==> src/design/exec_defs.svh <==
`ifndef EXEC_DEFS_SVH
`define EXEC_DEFS_SVH

// Register byte offsets on the Avalon-MM slave
`define REG_CTRL_OFS        4'h0
`define REG_WORK_OFS        4'h4
`define REG_FLAGS_OFS       4'h8
`define REG_STATUS_OFS      4'hC

// Control register fields and reset value
`define CTRL_ENABLE_BIT     0
`define CTRL_RESET_VAL      1'b1

// Status flag positions inside the flags register
`define FLAG_CARRY_BIT      0
`define FLAG_HALF_BIT       1
`define FLAG_ZERO_BIT       2
`define FLAG_RANGE_BIT      3
`define FLAGS_RESET_VAL     4'h0

// Status register fields
`define STAT_BUSY_BIT       0
`define STAT_SKIP_BIT       1

// Datapath constants
`define WORK_RESET_VAL      8'h00
`define ALL_ONES            8'hFF
`define SINGLE_BIT          8'h01
`define DEC_STEP            8'h01
`define BYTE_ZERO           8'h00

// Reference clocks per instruction cycle
`define INSTR_CYCLE_CLOCKS  4

`endif

==> src/design/exec_pkg.sv <==
package exec_pkg;

    // Operations handled by this execution slice
    typedef enum logic [2:0] {
        OP_ROTATE_CARRY_W,
        OP_SUB_BORROW_W,
        OP_SUB_BORROW_M,
        OP_DEC_SKIP_M,
        OP_DEC_SKIP_W,
        OP_SET_BYTE,
        OP_SET_BIT
    } op_t;

    // Sequencer states
    typedef enum logic [1:0] {
        ST_IDLE,
        ST_EXEC,
        ST_DUMMY
    } state_t;

endpackage

==> src/design/sub_borrow_unit.sv <==
`timescale 1ns/1ns
`include "exec_defs.svh"

module sub_borrow_unit
(
    input  wire logic [7:0] minuend,     // Working register value
    input  wire logic [7:0] subtrahend,  // Memory operand
    input  wire logic       carryIn,     // Current carry, low means borrow pending
    output logic      [7:0] result,      // Difference
    output logic            carryOut,    // High when result not negative
    output logic            halfOut,     // High when no borrow out of low nibble
    output logic            zeroOut,     // High when result is zero
    output logic            rangeOut     // Signed range exceeded
);
    import exec_pkg::*;

    logic [8:0] wide;
    logic [4:0] nib;
    logic       borrowIn;

    // Borrow is the complement of carry, kept in one place for both forms
    always_comb
    begin
        borrowIn = ~carryIn;
        wide     = {1'b0, minuend} - {1'b0, subtrahend} - {8'h00, borrowIn};
        nib      = {1'b0, minuend[3:0]} - {1'b0, subtrahend[3:0]} - {4'h0, borrowIn};
        result   = wide[7:0];
        carryOut = ~wide[8];
        halfOut  = ~nib[4];
        zeroOut  = (wide[7:0] == `BYTE_ZERO);
        rangeOut = (minuend[7] ^ subtrahend[7]) & (minuend[7] ^ wide[7]);
    end

endmodule

==> src/design/avalon_regs.sv <==
`timescale 1ns/1ns
`include "exec_defs.svh"

module avalon_regs
(
    input  wire logic        ref_clk,      // Core clock
    input  wire logic        rst,          // Async reset, active high
    input  wire logic [3:0]  address,      // Byte address
    input  wire logic        read,         // Read request
    input  wire logic        write,        // Write request
    input  wire logic [31:0] writedata,    // Write data
    input  wire logic [3:0]  byteenable,   // Byte lanes
    output logic      [31:0] readdata,     // Read data, valid with waitrequest low
    output logic             waitrequest,  // Stall, one cycle per access
    input  wire logic [7:0]  work,         // Working register to read back
    input  wire logic [3:0]  flags,        // Status flags to read back
    input  wire logic        busy,         // Sequencer busy
    input  wire logic        lastSkip,     // Last decrement requested a skip
    output logic             ctrlEnable,   // Operation acceptance enable
    output logic             workWr,       // One-cycle write strobe for work
    output logic             flagsWr,      // One-cycle write strobe for flags
    output logic      [7:0]  wrByte        // Byte written by software
);
    import exec_pkg::*;

    logic        ack;
    logic        next_ack;
    logic        next_ctrlEnable;
    logic [31:0] next_readdata;
    logic        lane0Write;

    // Every access stalls one cycle so read data comes from a flop
    assign waitrequest = (read | write) & ~ack;
    assign lane0Write  = write & ack & byteenable[0];
    assign workWr      = lane0Write & (address == `REG_WORK_OFS);
    assign flagsWr     = lane0Write & (address == `REG_FLAGS_OFS);
    assign wrByte      = writedata[7:0];

    // Decode; unmapped reads return zero, unmapped writes are dropped
    always_comb
    begin
        next_ack        = (read | write) & ~ack;
        next_ctrlEnable = ctrlEnable;
        next_readdata   = readdata;
        if (lane0Write && address == `REG_CTRL_OFS)
            next_ctrlEnable = writedata[`CTRL_ENABLE_BIT];
        if (read && !ack)
        begin
            next_readdata = 32'h0000_0000;
            case (address)
                `REG_CTRL_OFS:   next_readdata[`CTRL_ENABLE_BIT] = ctrlEnable;
                `REG_WORK_OFS:   next_readdata[7:0] = work;
                `REG_FLAGS_OFS:  next_readdata[3:0] = flags;
                `REG_STATUS_OFS:
                begin
                    next_readdata[`STAT_BUSY_BIT] = busy;
                    next_readdata[`STAT_SKIP_BIT] = lastSkip;
                end
                default:         next_readdata = 32'h0000_0000;
            endcase
        end
    end

    // Register stage
    always_ff @(posedge ref_clk or posedge rst)
    begin
        if (rst)
        begin
            ack        <= 1'b0;
            ctrlEnable <= `CTRL_RESET_VAL;
            readdata   <= 32'h0000_0000;
        end
        else
        begin
            ack        <= next_ack;
            ctrlEnable <= next_ctrlEnable;
            readdata   <= next_readdata;
        end
    end

endmodule

==> src/design/mcu_rotate_subtract_skip_set_exec.sv <==
// Operation
// - Rotate-through-carry: work gets {old carry, mem[7:1]}, carry gets mem[0].
// - Rotate-through-carry writes only work; memory unchanged; only carry changes.
// - Subtract-with-borrow to work: work minus mem minus not-carry, flags updated.
// - After subtract-with-borrow, carry is 0 if negative, else 1.
// - Subtract-with-borrow to memory: same difference written back to memory.
// - Decrement-skip: memory byte minus one written back; skip if zero.
// - Non-zero decrement result gives no skip, execution continues normally.
// - Each decrement-skip form takes two instruction cycles, second one dummy.
// - Decrement-to-work: work gets mem minus one, memory untouched, skip if zero.
// - Whole-byte set writes all ones into the memory byte.
// - Single-bit set forces only the selected bit to one.
`timescale 1ns/1ns
`include "exec_defs.svh"

module mcu_rotate_subtract_skip_set_exec
#(
    parameter int unsigned CYCLE_DIV = `INSTR_CYCLE_CLOCKS  // Clocks per instruction cycle
)
(
    input  wire logic             ref_clk,      // 125 MHz core clock
    input  wire logic             rst,          // Async reset, active high
    input  wire logic [3:0]       address,      // Avalon byte address
    input  wire logic             read,         // Avalon read
    input  wire logic             write,        // Avalon write
    input  wire logic [31:0]      writedata,    // Avalon write data
    input  wire logic [3:0]       byteenable,   // Avalon byte enables
    output logic      [31:0]      readdata,     // Avalon read data
    output logic                  waitrequest,  // Avalon stall
    input  wire logic             opStart,      // Decoder offers an operation
    input  wire exec_pkg::op_t    opCode,       // Operation to run
    input  wire logic [7:0]       memRdData,    // Addressed memory byte
    input  wire logic [2:0]       bitSel,       // Bit position for single-bit set
    output logic                  opReady,      // Operation taken when high with opStart
    output logic                  memWrEn,      // One-cycle memory write strobe
    output logic      [7:0]       memWrData,    // Memory write data
    output logic                  skipReq,      // One-cycle skip-next request
    output logic                  opDone,       // One-cycle completion pulse
    output logic      [7:0]       workOut,      // Working register
    output logic      [3:0]       flagsOut      // Status flags
);
    import exec_pkg::*;

    localparam int CNT_W = $clog2(CYCLE_DIV + 1);

    state_t           state;
    state_t           next_state;
    op_t              opq;
    op_t              next_opq;
    logic [7:0]       operand;
    logic [7:0]       next_operand;
    logic [2:0]       bitq;
    logic [2:0]       next_bitq;
    logic [7:0]       work;
    logic [7:0]       next_work;
    logic [3:0]       flags;
    logic [3:0]       next_flags;
    logic             next_memWrEn;
    logic [7:0]       next_memWrData;
    logic             next_skipReq;
    logic             next_opDone;
    logic             decZero;
    logic             next_decZero;
    logic             lastSkip;
    logic             next_lastSkip;
    logic [CNT_W-1:0] cycCnt;
    logic [CNT_W-1:0] next_cycCnt;
    logic             cycEn;
    logic             execFire;
    logic             dummyFire;
    logic [7:0]       decValue;
    logic [7:0]       subRes;
    logic             subCarry;
    logic             subHalf;
    logic             subZero;
    logic             subRange;
    logic             ctrlEnable;
    logic             workWr;
    logic             flagsWr;
    logic [7:0]       wrByte;

    // Register slave; software can load work and flags, execution wins a tie
    avalon_regs u_regs
    (
        .ref_clk     (ref_clk),
        .rst         (rst),
        .address     (address),
        .read        (read),
        .write       (write),
        .writedata   (writedata),
        .byteenable  (byteenable),
        .readdata    (readdata),
        .waitrequest (waitrequest),
        .work        (work),
        .flags       (flags),
        .busy        (state != ST_IDLE),
        .lastSkip    (lastSkip),
        .ctrlEnable  (ctrlEnable),
        .workWr      (workWr),
        .flagsWr     (flagsWr),
        .wrByte      (wrByte)
    );

    // Shared subtractor for both borrow forms
    sub_borrow_unit u_sub
    (
        .minuend    (work),
        .subtrahend (operand),
        .carryIn    (flags[`FLAG_CARRY_BIT]),
        .result     (subRes),
        .carryOut   (subCarry),
        .halfOut    (subHalf),
        .zeroOut    (subZero),
        .rangeOut   (subRange)
    );

    // Instruction-cycle enable from a free-running divider
    always_comb
    begin
        cycEn       = (cycCnt == CNT_W'(CYCLE_DIV - 1));
        next_cycCnt = cycEn ? '0 : cycCnt + CNT_W'(1);
    end

    assign execFire  = (state == ST_EXEC) && cycEn;
    assign dummyFire = (state == ST_DUMMY) && cycEn;
    assign decValue  = operand - `DEC_STEP;
    assign opReady   = (state == ST_IDLE) && ctrlEnable;
    assign workOut   = work;
    assign flagsOut  = flags;

    // Sequencer and datapath next values
    always_comb
    begin
        next_state     = state;
        next_opq       = opq;
        next_operand   = operand;
        next_bitq      = bitq;
        next_work      = work;
        next_flags     = flags;
        next_memWrEn   = 1'b0;
        next_memWrData = memWrData;
        next_skipReq   = 1'b0;
        next_opDone    = 1'b0;
        next_decZero   = decZero;
        next_lastSkip  = lastSkip;
        // Software loads first so that an executing write overrides it
        if (workWr)
            next_work = wrByte;
        if (flagsWr)
            next_flags = wrByte[3:0];
        case (state)
            ST_IDLE:
            begin
                // Operand captured at acceptance; decoder may move on afterwards
                if (opStart && opReady)
                begin
                    next_opq     = opCode;
                    next_operand = memRdData;
                    next_bitq    = bitSel;
                    next_state   = ST_EXEC;
                end
            end
            ST_EXEC:
            begin
                if (cycEn)
                begin
                    next_state  = ST_IDLE;
                    next_opDone = 1'b1;
                    case (opq)
                        OP_ROTATE_CARRY_W:
                        begin
                            next_work = {flags[`FLAG_CARRY_BIT], operand[7:1]};
                            next_flags[`FLAG_CARRY_BIT] = operand[0];
                        end
                        OP_SUB_BORROW_W, OP_SUB_BORROW_M:
                        begin
                            if (opq == OP_SUB_BORROW_W)
                                next_work = subRes;
                            else
                            begin
                                next_memWrEn   = 1'b1;
                                next_memWrData = subRes;
                            end
                            next_flags[`FLAG_CARRY_BIT] = subCarry;
                            next_flags[`FLAG_HALF_BIT]  = subHalf;
                            next_flags[`FLAG_ZERO_BIT]  = subZero;
                            next_flags[`FLAG_RANGE_BIT] = subRange;
                        end
                        OP_DEC_SKIP_M, OP_DEC_SKIP_W:
                        begin
                            // Skip decision waits for the dummy cycle
                            if (opq == OP_DEC_SKIP_M)
                            begin
                                next_memWrEn   = 1'b1;
                                next_memWrData = decValue;
                            end
                            else
                                next_work = decValue;
                            next_decZero = (decValue == `BYTE_ZERO);
                            next_opDone  = 1'b0;
                            next_state   = ST_DUMMY;
                        end
                        OP_SET_BYTE:
                        begin
                            next_memWrEn   = 1'b1;
                            next_memWrData = `ALL_ONES;
                        end
                        OP_SET_BIT:
                        begin
                            next_memWrEn   = 1'b1;
                            next_memWrData = operand | (`SINGLE_BIT << bitq);
                        end
                        default:
                        begin
                            next_opDone = 1'b1;
                        end
                    endcase
                end
            end
            ST_DUMMY:
            begin
                // Second instruction cycle; flags are never touched here
                if (cycEn)
                begin
                    next_skipReq  = decZero;
                    next_lastSkip = decZero;
                    next_opDone   = 1'b1;
                    next_state    = ST_IDLE;
                end
            end
            default:
            begin
                next_state = ST_IDLE;
            end
        endcase
    end

    // Register stage
    always_ff @(posedge ref_clk or posedge rst)
    begin
        if (rst)
        begin
            state     <= ST_IDLE;
            opq       <= OP_ROTATE_CARRY_W;
            operand   <= `BYTE_ZERO;
            bitq      <= 3'h0;
            work      <= `WORK_RESET_VAL;
            flags     <= `FLAGS_RESET_VAL;
            memWrEn   <= 1'b0;
            memWrData <= `BYTE_ZERO;
            skipReq   <= 1'b0;
            opDone    <= 1'b0;
            decZero   <= 1'b0;
            lastSkip  <= 1'b0;
            cycCnt    <= '0;
        end
        else
        begin
            state     <= next_state;
            opq       <= next_opq;
            operand   <= next_operand;
            bitq      <= next_bitq;
            work      <= next_work;
            flags     <= next_flags;
            memWrEn   <= next_memWrEn;
            memWrData <= next_memWrData;
            skipReq   <= next_skipReq;
            opDone    <= next_opDone;
            decZero   <= next_decZero;
            lastSkip  <= next_lastSkip;
            cycCnt    <= next_cycCnt;
        end
    end
endmodule

==> config.mk <==
export PLATFORM = sky130hd
export DESIGN_NAME = mcu_rotate_subtract_skip_set_exec
export DESIGN_NICKNAME = d
export VERILOG_FILES = /design/src/design/exec_pkg.sv /design/src/design/sub_borrow_unit.sv /design/src/design/avalon_regs.sv /design/src/design/mcu_rotate_subtract_skip_set_exec.sv
export VERILOG_INCLUDE_DIRS = /design/src /design/src/design
export SDC_FILE = /design/constraint.sdc
export NUM_CORES = 1
export LEC_CHECK = 0
export BUFFER_PORTS_ARGS = -buffer_cell sky130_fd_sc_hd__buf_2
export CORE_UTILIZATION = 44
export DETAILED_ROUTE_END_ITERATION = 6
export PLACE_DENSITY = 0.72
export RECOVER_POWER = 50
export SLEW_MARGIN = 5
export SYNTH_ARGS = -nofsm -noshare
export SYNTH_HDL_FRONTEND = slang
export SYNTH_SLANG_ARGS = --single-unit
==> constraint.sdc <==
create_clock -name ref_clk -period 3.75 [get_ports ref_clk]
set_clock_uncertainty 0.15 [all_clocks]
set_input_delay 0.75 -clock ref_clk [delete_from_list [all_inputs] [get_ports ref_clk]]
set_output_delay 0.75 -clock ref_clk [all_outputs]
set_load 0.1 [all_outputs]
==> results of run 1 <==
==> metrics by stage <==
step	cell area [sq um]	hold WS [ns]	utilization, %
finish	4250	0.289	50.9
global placement	4160	0.270	49.9
detailed placement	4160	0.281	49.9
global route	4250	0.344	50.9
CTS	4270	0.295	51.2
floorplan	3940	0.260	-
==> worst register-to-register path, delay by kind of cell, from the launching register on <==
family                     cells  cell delay (ns)
xor gates and xnor gates       1             0.26
adders and majority gates      2             0.72
buffers and inverters          2             0.16
AOI/OAI and AO/OA              4             1.48
DFF                            1             0.42
==> path summary, 6_finish.rpt <==
| path | start | end | slack [ns] | cells after the start |
|---|---|---|---|---|
| worst min-delay path | cycCnt[0] | cycCnt[0] | 0.29 | 1 |
| worst max register to register | flagsOut[0] | memWrData[7] | 0.48 | 9 |
| max in group asynchronous | rst | flagsOut[0] | 0.98 | 3 |
| worst max-delay path | flagsOut[0] | memWrData[7] | 0.48 | 9 |
| min in group asynchronous | rst | u_regs.readdata[4] | 0.51 | 2 |
| worst min register to register | cycCnt[0] | cycCnt[0] | 0.29 | 1 |
==> per-layer routing <==
metal  vias up  part of all wire [%]  wire length, microns  global-route usage (%)
li1       1557                     -                     -                       -
met1      1493                    46                  4190                    29.1
met2       130                    45                  4080                    34.5
met3        18                   6.5                   592                    3.83
met4         0                   2.5                   224                    7.09
met5         -                     0                     0                       0
==> cells in the mapped netlist (all sizes together), types with 3 or more instances <==
cell type  number
nand3           5
xnor2          15
nor2           32
mux2           20
o21ai          22
mux2i          11
a21oi          17
a22o            4
inv            36
o21a            4
nand2b          9
a21o            3
a22oi           3
and2            4
o22ai           4
a211o           3
buf            31
ha             20
a221o           3
nor3            9
clkbuf         15
nand2          41
dfrtp          53
a211oi          8
nor2b           6
nor4b           3
==> final cells by class <==
class                   instances  area (sq um)
flip-flops and latches         54          1350
fillers                       816          4090
inverters                      37           139
repair buffers                 70           359
clock buffers                   8           110
multi-input cells             313          2160
well taps                     105           131
==> kinds of logic (layout without fill, tap and decap cells) <==
group / count (synthesis) / count (layout) / share of synthesized area [%]
other: 1 / 24 / 0.0973
and+or+nand+nor: 122 / 122 / 15.8
xor gates and xnor gates: 16 / 16 / 3.64
adders and majority gates: 22 / 22 / 7.53
buffers and inverters: 83 / 115 / 10.8
DFF: 54 / 54 / 35.1
AOI/OAI and AO/OA: 97 / 97 / 17.8
muxes: 32 / 32 / 9.28
==> state kept, by name (all words and copies together) (netlist names) <==
name and count:
bitq 3, cycCnt 3, decZero 1, flagsOut 4, lastSkip 1, memWrData 8, memWrEn 1, opDone 1
operand 8, opq 3, skipReq 1, state 2, u_regs.ack 1, u_regs.ctrlEnable 1, u_regs.readdata 8, workOut 8
==> cell usage in the layout, fill, tap and decap left out, drive strengths merged, types with 15 or more instances in the layout <==
| master | n |
|---|---|
| buf | 67 |
| dfrtp | 53 |
| nand2 | 41 |
| inv | 36 |
| nor2 | 32 |
| conb | 24 |
| o21ai | 22 |
| ha | 20 |
| mux2 | 20 |
| a21oi | 17 |
| xnor2 | 15 |
==> summary.md, run 1 <==
| Metric | Value |
|---|---|
| Setup crit end kind | `flip-flop` |
| Failing checks | `max-capacitance violations, max-slew violations` |
| Max-cap violations | `1` |
| Critical Path Fanout Max | `4` |
| Synth top area cells | `dfrtp_1 34%, ha_1 6.5%, mux2_2 5.6%, buf_4 5.3%, nand2_1 4.0%` |
| Cell taking the most area after synthesis | `dfrtp_1` |
| H-Tree Depth | `2` |
| Starting Density | `46.2%` |
| #FFs+latches synth | `54` |
| Crit path kind | `flip-flop to flip-flop` |
| Routed len/inst | `15.5 microns` |
| Yosys warns | `0` |
| Sequential area share after synthesis | `35.1%` |
| Post-synth EDFFs | `0` |
| Ant. Diodes | `0` |
| Cts repair resizes | `0` |
| Final worst setup slack | `0.477 ns` |
| Final Net Count | `562` |
| Core footprint | `0.00834 sq mm` |
| Post-Syn Area | `0.00385 sq mm` |
| Post CTS Setup Buffer Count | `0` |
| Clock slew at reported path FFs | `0.10 ns` |
| Routability congestion estimate | `0.900` |
| Netlist cell types | `69` |
| Initial detailed-routing violation count | `155` |
| Outcome | `complete, but fails checks` |
| Post-Route WL | `9.09 mm` |
| Final slew viol count | `31` |
| Vias | `3,198` |
| First-pass GRT wire length | `14.9 mm` |
| Placed cell count | `579` |
| FP Rows | `33` |
| Layout area overhead | `10.2%` |
| Die X-Extent | `95.6 microns` |
| Final hold vios | `0` |
| Die H | `95.6 microns` |
| Hold_buf cts | `0` |
| Detailed placement HPWL | `7.25 mm` |
| Worst EP arrival | `3.33 ns` |
| Fin Setup TNS | `0 ns` |
| Largest net degree at the start of global routing | `31` |
| Unrepaired setup endpoints after global routing | `no` |
| Ys flop type | `dfrtp_1` |
| CTS Buffer Depth | `2` |
| Worst Path Buf+Inv | `2` |
| Crit path max-delay family | `compound AO/OA/AOI/OAI gates` |
| Worst-Margin Slew | `1.54 ns` |
| # IOs | `116` |
| CP max-delay cell | `a2111oi_0` |
| Clock sink count | `54` |
| Post-route ant nets | `0` |
| Critical-path cell list | `inv_1 -> fa_1 -> inv_1 -> ha_1 -> o211a_1 -> a2111oi_0 -> o21ai_1 -> xnor2_1 -> o311a_1` |
| Vias in the first global route | `2,989` |
| Overflow after GRT | `0` |
| Slew HR | `-2.97%` |
| F_max | `305 MHz` |
| CTS tree | `built` |
| Req. time, crit path | `3.80 ns` |
| Mean area per synthesized cell | `9.03 sq um` |
| Final Non-Filler Cells | `587` |
| Port-buffer cells | `64` |
| Drt pass-1 iters | `5` |
| Layout cells sized above 1 | `21.0%` |
| CP Launch Type | `flip-flop` |
| Initial antenna violation count | `0` |
| Area share of the largest cell type after synthesis | `34.4%` |
| Most frequent CP cell | `inv_1` |
| Final worst path period need | `3.27 ns` |
| Final period utilization | `87.3%` |
| Post-synthesis cell count | `427` |
| Tot GR Track Use | `21.4%` |
| Root buffer cell | `clkbuf_8` |
| CP peak stage delay | `0.67 ns` |
| Vias/cell | `5.45` |
| Latest clock arrival within the worst-skew pair | `0.31 ns` |
| Die area | `0.00914 sq mm` |
| Dpl ws | `0.448 ns` |
| Num CTS Buffers | `5` |
| Min-delay worst type | `flip-flop to flip-flop` |
| Ys async rst share | `100%` |
| DRC viols | `0` |
| Final setup vio count | `0` |
Power of run 1 is left out: the tool's default activity adds up to more than one toggle a clock period on the data nets, which glitch-free logic cannot reach.
==> run 2, diff against run 1 <==
MAX_ROUTING_LAYER = met4   (was not set)
RECOVER_POWER = 25   (was 50)
==> run 2 against run 1 <==
The run still ends with max-capacitance violations, max-slew violations left. First-iteration DRC count grew 5.8%. Highest routed layer unchanged. Cell count is the same. Setup slack gained 0.21 ns. Utilization is essentially flat. Critical endpoint unchanged. Hold slack lost 0.0014 ns. Sequential cell count is the same. Critical path type unchanged.
==> summary.md, run 2 (synthesis gave the netlist of run 1 again) <==
| Metric | Value |
|---|---|
| Routability congestion estimate | `0.894 (was 0.900)` |
| Final setup vio count | `0 (unchanged)` |
| First-pass GRT wire length | `15.0 mm (was 14.9 mm)` |
| Post-Route WL | `9.13 mm (was 9.09 mm)` |
| Vias/cell | `5.44 (was 5.45)` |
| Slew HR | `-2.65% (was -2.97%)` |
| Starting Density | `46.2% (unchanged)` |
| Initial detailed-routing violation count | `164 (was 155)` |
| Routed len/inst | `15.5 microns (about the same)` |
| Clock slew at reported path FFs | `0.10 ns (about the same)` |
| Cts repair resizes | `0 (unchanged)` |
| Max-cap violations | `1 (unchanged)` |
| Overflow after GRT | `0 (unchanged)` |
| Final Net Count | `562 (unchanged)` |
| Tot GR Track Use | `21.9% (was 21.4%)` |
| F_max | `326 MHz (was 305 MHz)` |
| Vias in the first global route | `2,995 (was 2,989)` |
| CTS tree | `built (unchanged)` |
| Detailed placement HPWL | `7.18 mm (was 7.25 mm)` |
| Die H | `95.6 microns (unchanged)` |
| Root buffer cell | `clkbuf_8 (unchanged)` |
| Setup crit start | `workOut[0] (was flagsOut[0])` |
| Die X-Extent | `95.6 microns (unchanged)` |
| Hold_buf cts | `0 (unchanged)` |
| Latest clock arrival within the worst-skew pair | `0.30 ns (was 0.31 ns)` |
| Core footprint | `0.00834 sq mm (unchanged)` |
| # IOs | `116 (unchanged)` |
| Drt pass-1 iters | `4 (was 5)` |
| Worst EP arrival | `3.11 ns (was 3.33 ns)` |
| Worst-Margin Slew | `1.54 ns (about the same)` |
| Hold path start | `cycCnt[0] (unchanged)` |
| Fin Setup TNS | `0 ns (unchanged)` |
| Initial antenna violation count | `0 (unchanged)` |
| Port-buffer cells | `64 (unchanged)` |
| Critical Path Fanout Max | `4 (unchanged)` |
| Post CTS Setup Buffer Count | `0 (unchanged)` |
| Crit Reg-Reg Startpoint | `workOut[0] (was flagsOut[0])` |
| Post-route ant nets | `0 (unchanged)` |
| Most frequent cells in the layout | `64 x buf_2, 53 x dfrtp_1, 41 x nand2_1 (was 62 x buf_2, 53 x dfrtp_1, 41 x nand2_1)` |
| Die area | `0.00914 sq mm (unchanged)` |
| Setup crit end kind | `flip-flop (unchanged)` |
| Min-delay worst type | `flip-flop to flip-flop (unchanged)` |
| Ant. Diodes | `0 (unchanged)` |
| Layout cells sized above 1 | `21.4% (was 21.0%)` |
| CTS Buffer Depth | `2 (unchanged)` |
| Crit path kind | `flip-flop to flip-flop (unchanged)` |
| FP Rows | `33 (unchanged)` |
| Final slew viol count | `31 (unchanged)` |
| Req. time, crit path | `3.80 ns (about the same)` |
| DRC viols | `0 (unchanged)` |
| Final worst path period need | `3.06 ns (was 3.27 ns)` |
| Failing checks | `max-capacitance violations, max-slew violations (unchanged)` |
| Outcome | `complete, but fails checks (unchanged)` |
| Layout area overhead | `10.3% (was 10.2%)` |
| Clock sink count | `54 (unchanged)` |
| Final hold vios | `0 (unchanged)` |
| Commonest non-fill, non-tap cell in the layout | `buf_2 (unchanged)` |
| Largest net degree at the start of global routing | `31 (unchanged)` |
| Num CTS Buffers | `5 (unchanged)` |
| H-Tree Depth | `2 (unchanged)` |
| Unrepaired setup endpoints after global routing | `no (unchanged)` |
| Final period utilization | `81.7% (was 87.3%)` |
| CP Launch Type | `flip-flop (unchanged)` |
| Vias | `3,192 (was 3,198)` |
==> run 2: cell count changes in the layout (fill, tap and decap cells not counted), sizes merged <==
| cell | before | now |
|---|---|---|
| buf | 67 | 69 |
| clkbuf | 11 | 9 |
==> run 2: path summary, 6_finish.rpt <==
kind                           endpoint  cells after the start  slack, ns
max                        memWrData[7]                      9       0.69
min                           cycCnt[0]                      1       0.29
max reg2reg                memWrData[7]                      9       0.69
min reg2reg                   cycCnt[0]                      1       0.29
max in group asynchronous        opq[0]                      3       1.01
min in group asynchronous   flagsOut[2]                      2       0.51
==> run 2: metrics by stage <==
step | area (sq um) | hold WS, ns | setup slack [ns] | util (%) | std cells
CTS | 4270 | 0.292 | 0.679 | 51.2 | 587
detailed placement | 4160 | 0.278 | 0.701 | 49.9 | 579
global placement | 4160 | 0.270 | 0.715 | 49.9 | 579
floorplan | 3940 | 0.260 | 0.264 | - | 450
finish | 4250 | 0.287 | 0.686 | 51.0 | 587
global route | 4250 | 0.326 | 0.403 | 51.0 | 587
==> run 2: cell type report <==
class	instances	area [sq um]
Tap cell	105	131
Sequential cell	54	1350
Clock buffer	8	110
Multi-Input combinational cell	313	2160
Inverter	37	139
Fill cell	852	4090
Timing Repair Buffer	70	362
==> run 2: layer usage <==
metal | wire length (microns) | GRT usage (%) | up-vias | share of wire [%]
met1 | 4220 | 29.8 | 1495 | 46
met4 | 146 | 5.60 | 0 | 1.6
li1 | - | - | 1555 | -
met5 | 0 | - | - | 0
met3 | 720 | 3.59 | 12 | 7.9
met2 | 4040 | 34.0 | 130 | 44
==> run 2: critical path: stages (launching register included) <==
cell       delay, ns
dfrtp_1         0.39
inv_1           0.08
fa_1            0.55
inv_1           0.05
ha_1            0.19
o211a_1         0.21
a2111oi_0       0.54
o21ai_1         0.19
xnor2_1         0.24
o311a_1         0.38
Power of run 2 is left out for the same reason.
==> run 3, diff against run 2 <==
clock period = 3.06 ns   (was 3.75 ns; I/O delays follow)
==> run 3 against run 2 <==
The flow now finishes without violations. Wire length up 3.9%. Global-route usage grew 0.92 points. First-iteration DRC count is 25% lower. Hold slack got worse by 0.0057 ns. Fmax increased by 5.1%. Via count is 1.8% higher. Register-to-register slack got worse by 0.54 ns. Cell area rose by 3.7%. Cell count up 2.0%. Critical path depth is the same. Critical endpoint is now flagsOut[2]. Highest routed layer unchanged.
==> summary.md, run 3 (synthesis gave the netlist of run 1 again) <==
| Metric | Value |
|---|---|
| Outcome | `completed (was complete, but fails checks)` |
| Commonest non-fill, non-tap cell in the layout | `buf_2 (unchanged)` |
| Final hold vios | `0 (unchanged)` |
| CTS tree | `built (unchanged)` |
| Worst EP arrival | `2.97 ns (was 3.11 ns)` |
| Final setup vio count | `0 (unchanged)` |
| Crit path kind | `flip-flop to flip-flop (unchanged)` |
| Clock sink count | `54 (unchanged)` |
| Root buffer cell | `clkbuf_8 (unchanged)` |
| CTS Buffer Depth | `2 (unchanged)` |
| Routability congestion estimate | `0.898 (was 0.894)` |
| Fin Setup TNS | `0 ns (unchanged)` |
| Placed instance area | `0.00425 sq mm (was 0.00416 sq mm)` |
| WL met3 | `545 microns (was 720 microns)` |
| Worst-Margin Slew | `1.04 ns (was 1.54 ns)` |
| F_max | `343 MHz (was 326 MHz)` |
| Slew HR | `30.7% (was -2.65%)` |
| Final worst setup slack | `0.145 ns (was 0.686 ns)` |
| Min-delay worst type | `flip-flop to flip-flop (unchanged)` |
| FP Rows | `33 (unchanged)` |
| Final Non-Filler Cells | `599 (was 587)` |
| Post-Route WL | `9.49 mm (was 9.13 mm)` |
| CP max-delay cell | `fa_1 (unchanged)` |
| Critical-path cell list | `inv_2 -> fa_1 -> inv_2 -> ha_4 -> o21a_1 -> or3_4 -> and2_4 -> or4_4 -> o41ai_2 (was inv_1 -> fa_1 -> inv_1 -> ha_1 -> o211a_1 -> a2111oi_0 -> o21ai_1 -> xnor2_1 -> o311a_1)` |
| Worst Path Buf+Inv | `2 (unchanged)` |
| Placed cell count | `589 (was 579)` |
| Post-route ant nets | `0 (unchanged)` |
| Die area | `0.00914 sq mm (unchanged)` |
| Uppermost layer routed | `met4 (unchanged)` |
| Layout area overhead | `14.3% (was 10.3%)` |
| Vias | `3,249 (was 3,192)` |
| Final worst path period need | `2.92 ns (was 3.06 ns)` |
| CP Launch Type | `flip-flop (unchanged)` |
| Max-cap violations | `0 (was 1)` |
| First-pass GRT wire length | `15.3 mm (was 15.0 mm)` |
| DR WL met2 | `4.37 mm (was 4.04 mm)` |
| Req. time, crit path | `3.11 ns (was 3.80 ns)` |
| Overflow after GRT | `0 (unchanged)` |
| Final slew viol count | `0 (was 31)` |
| Routed len/inst | `15.8 microns (was 15.5 microns)` |
| Initial detailed-routing violation count | `123 (was 164)` |
| Hold_buf cts | `0 (unchanged)` |
| Drt pass-1 iters | `5 (was 4)` |
| Crit path max-delay family | `simple AND/OR/NAND/NOR gates (was compound AO/OA/AOI/OAI gates)` |
| Dpl ws | `-0.00701 ns (was 0.701 ns)` |
| Ant. Diodes | `0 (unchanged)` |
| Design Area, Final | `0.00441 sq mm (was 0.00425 sq mm)` |
| Largest net degree at the start of global routing | `31 (unchanged)` |
| Port-buffer cells | `64 (unchanged)` |
| Num CTS Buffers | `5 (unchanged)` |
| Clock slew at reported path FFs | `0.10 ns (about the same)` |
| Critical Path Fanout Max | `3 (was 4)` |
| Die H | `95.6 microns (unchanged)` |
| Final Net Count | `574 (was 562)` |
| Starting Density | `46.2% (unchanged)` |
| H-Tree Depth | `2 (unchanged)` |
| Unrepaired setup endpoints after global routing | `no (unchanged)` |
| Most frequent cells in the layout | `64 x buf_2, 50 x dfrtp_1, 41 x nand2_1 (was 64 x buf_2, 53 x dfrtp_1, 41 x nand2_1)` |
| CP peak stage delay | `0.57 ns (was 0.55 ns)` |
| Latest clock arrival within the worst-skew pair | `0.31 ns (was 0.30 ns)` |
| Final period utilization | `95.3% (was 81.7%)` |
| Tot GR Track Use | `22.9% (was 21.9%)` |
| Detailed placement HPWL | `7.54 mm (was 7.18 mm)` |
| Die X-Extent | `95.6 microns (unchanged)` |
| Vias in the first global route | `3,110 (was 2,995)` |
| Layout cells sized above 1 | `25.5% (was 21.4%)` |
| # IOs | `116 (unchanged)` |
| Vias/cell | `5.42 (was 5.44)` |
| Most frequent CP cell | `inv_2 (was inv_1)` |
| M1 WL | `4.39 mm (was 4.22 mm)` |
| DRC viols | `0 (unchanged)` |
| Core footprint | `0.00834 sq mm (unchanged)` |
| Initial antenna violation count | `0 (unchanged)` |
| Setup crit end kind | `flip-flop (unchanged)` |
## run 3: layout make-up
class                      count  area (sq um)
fill                         810          3940
multi-input combinational    313          2220
sequential                    54          1360
timing repair buffer          82           468
inverter                      37           139
tap                          105           131
clock buffer                   7          86.3
clock inverter                 1          5.00
## run 3: through the flow
stage / hold slack [ns] / utilization, %
after global placement: 0.270 / 51.0
after global routing: 0.322 / 52.8
final: 0.282 / 52.8
after CTS: 0.214 / 52.1
after detailed placement: 0.275 / 51.0
after floorplan: 0.260 / -
## run 3: worst reg2reg max path, delay by kind of cell, from the launching register on
family	cells	cell delay, ns
buf+inv	2	0.10
flops	1	0.39
compound gates	2	0.54
simple gates	3	0.91
fa+ha+maj	2	0.73
## run 3: what timing repair did
action	CTS	global route
setup buffers	0	2
cloned	0	0
pin swaps	0	4
resized for setup	1	8
setup endpoints to repair	2	3
## run 3: worst paths after layout
kind / from / end / slack (ns) / cells after the start
min in group asynchronous: rst / flagsOut[1] / 0.39 / 2
min: cycCnt[0] / cycCnt[0] / 0.28 / 1
max: workOut[0] / flagsOut[2] / 0.14 / 9
max reg2reg: workOut[0] / flagsOut[2] / 0.14 / 9
min reg2reg: cycCnt[0] / cycCnt[0] / 0.28 / 1
max in group asynchronous: rst / u_regs.ctrlEnable / 1.62 / 3
## run 3: layer usage
metal	global-route usage, %	up-vias
met5	-	-
met4	6.97	0
met3	2.95	13
met2	37.6	115
met1	29.4	1546
li1	-	1575
Power of run 3 is left out for the same reason.
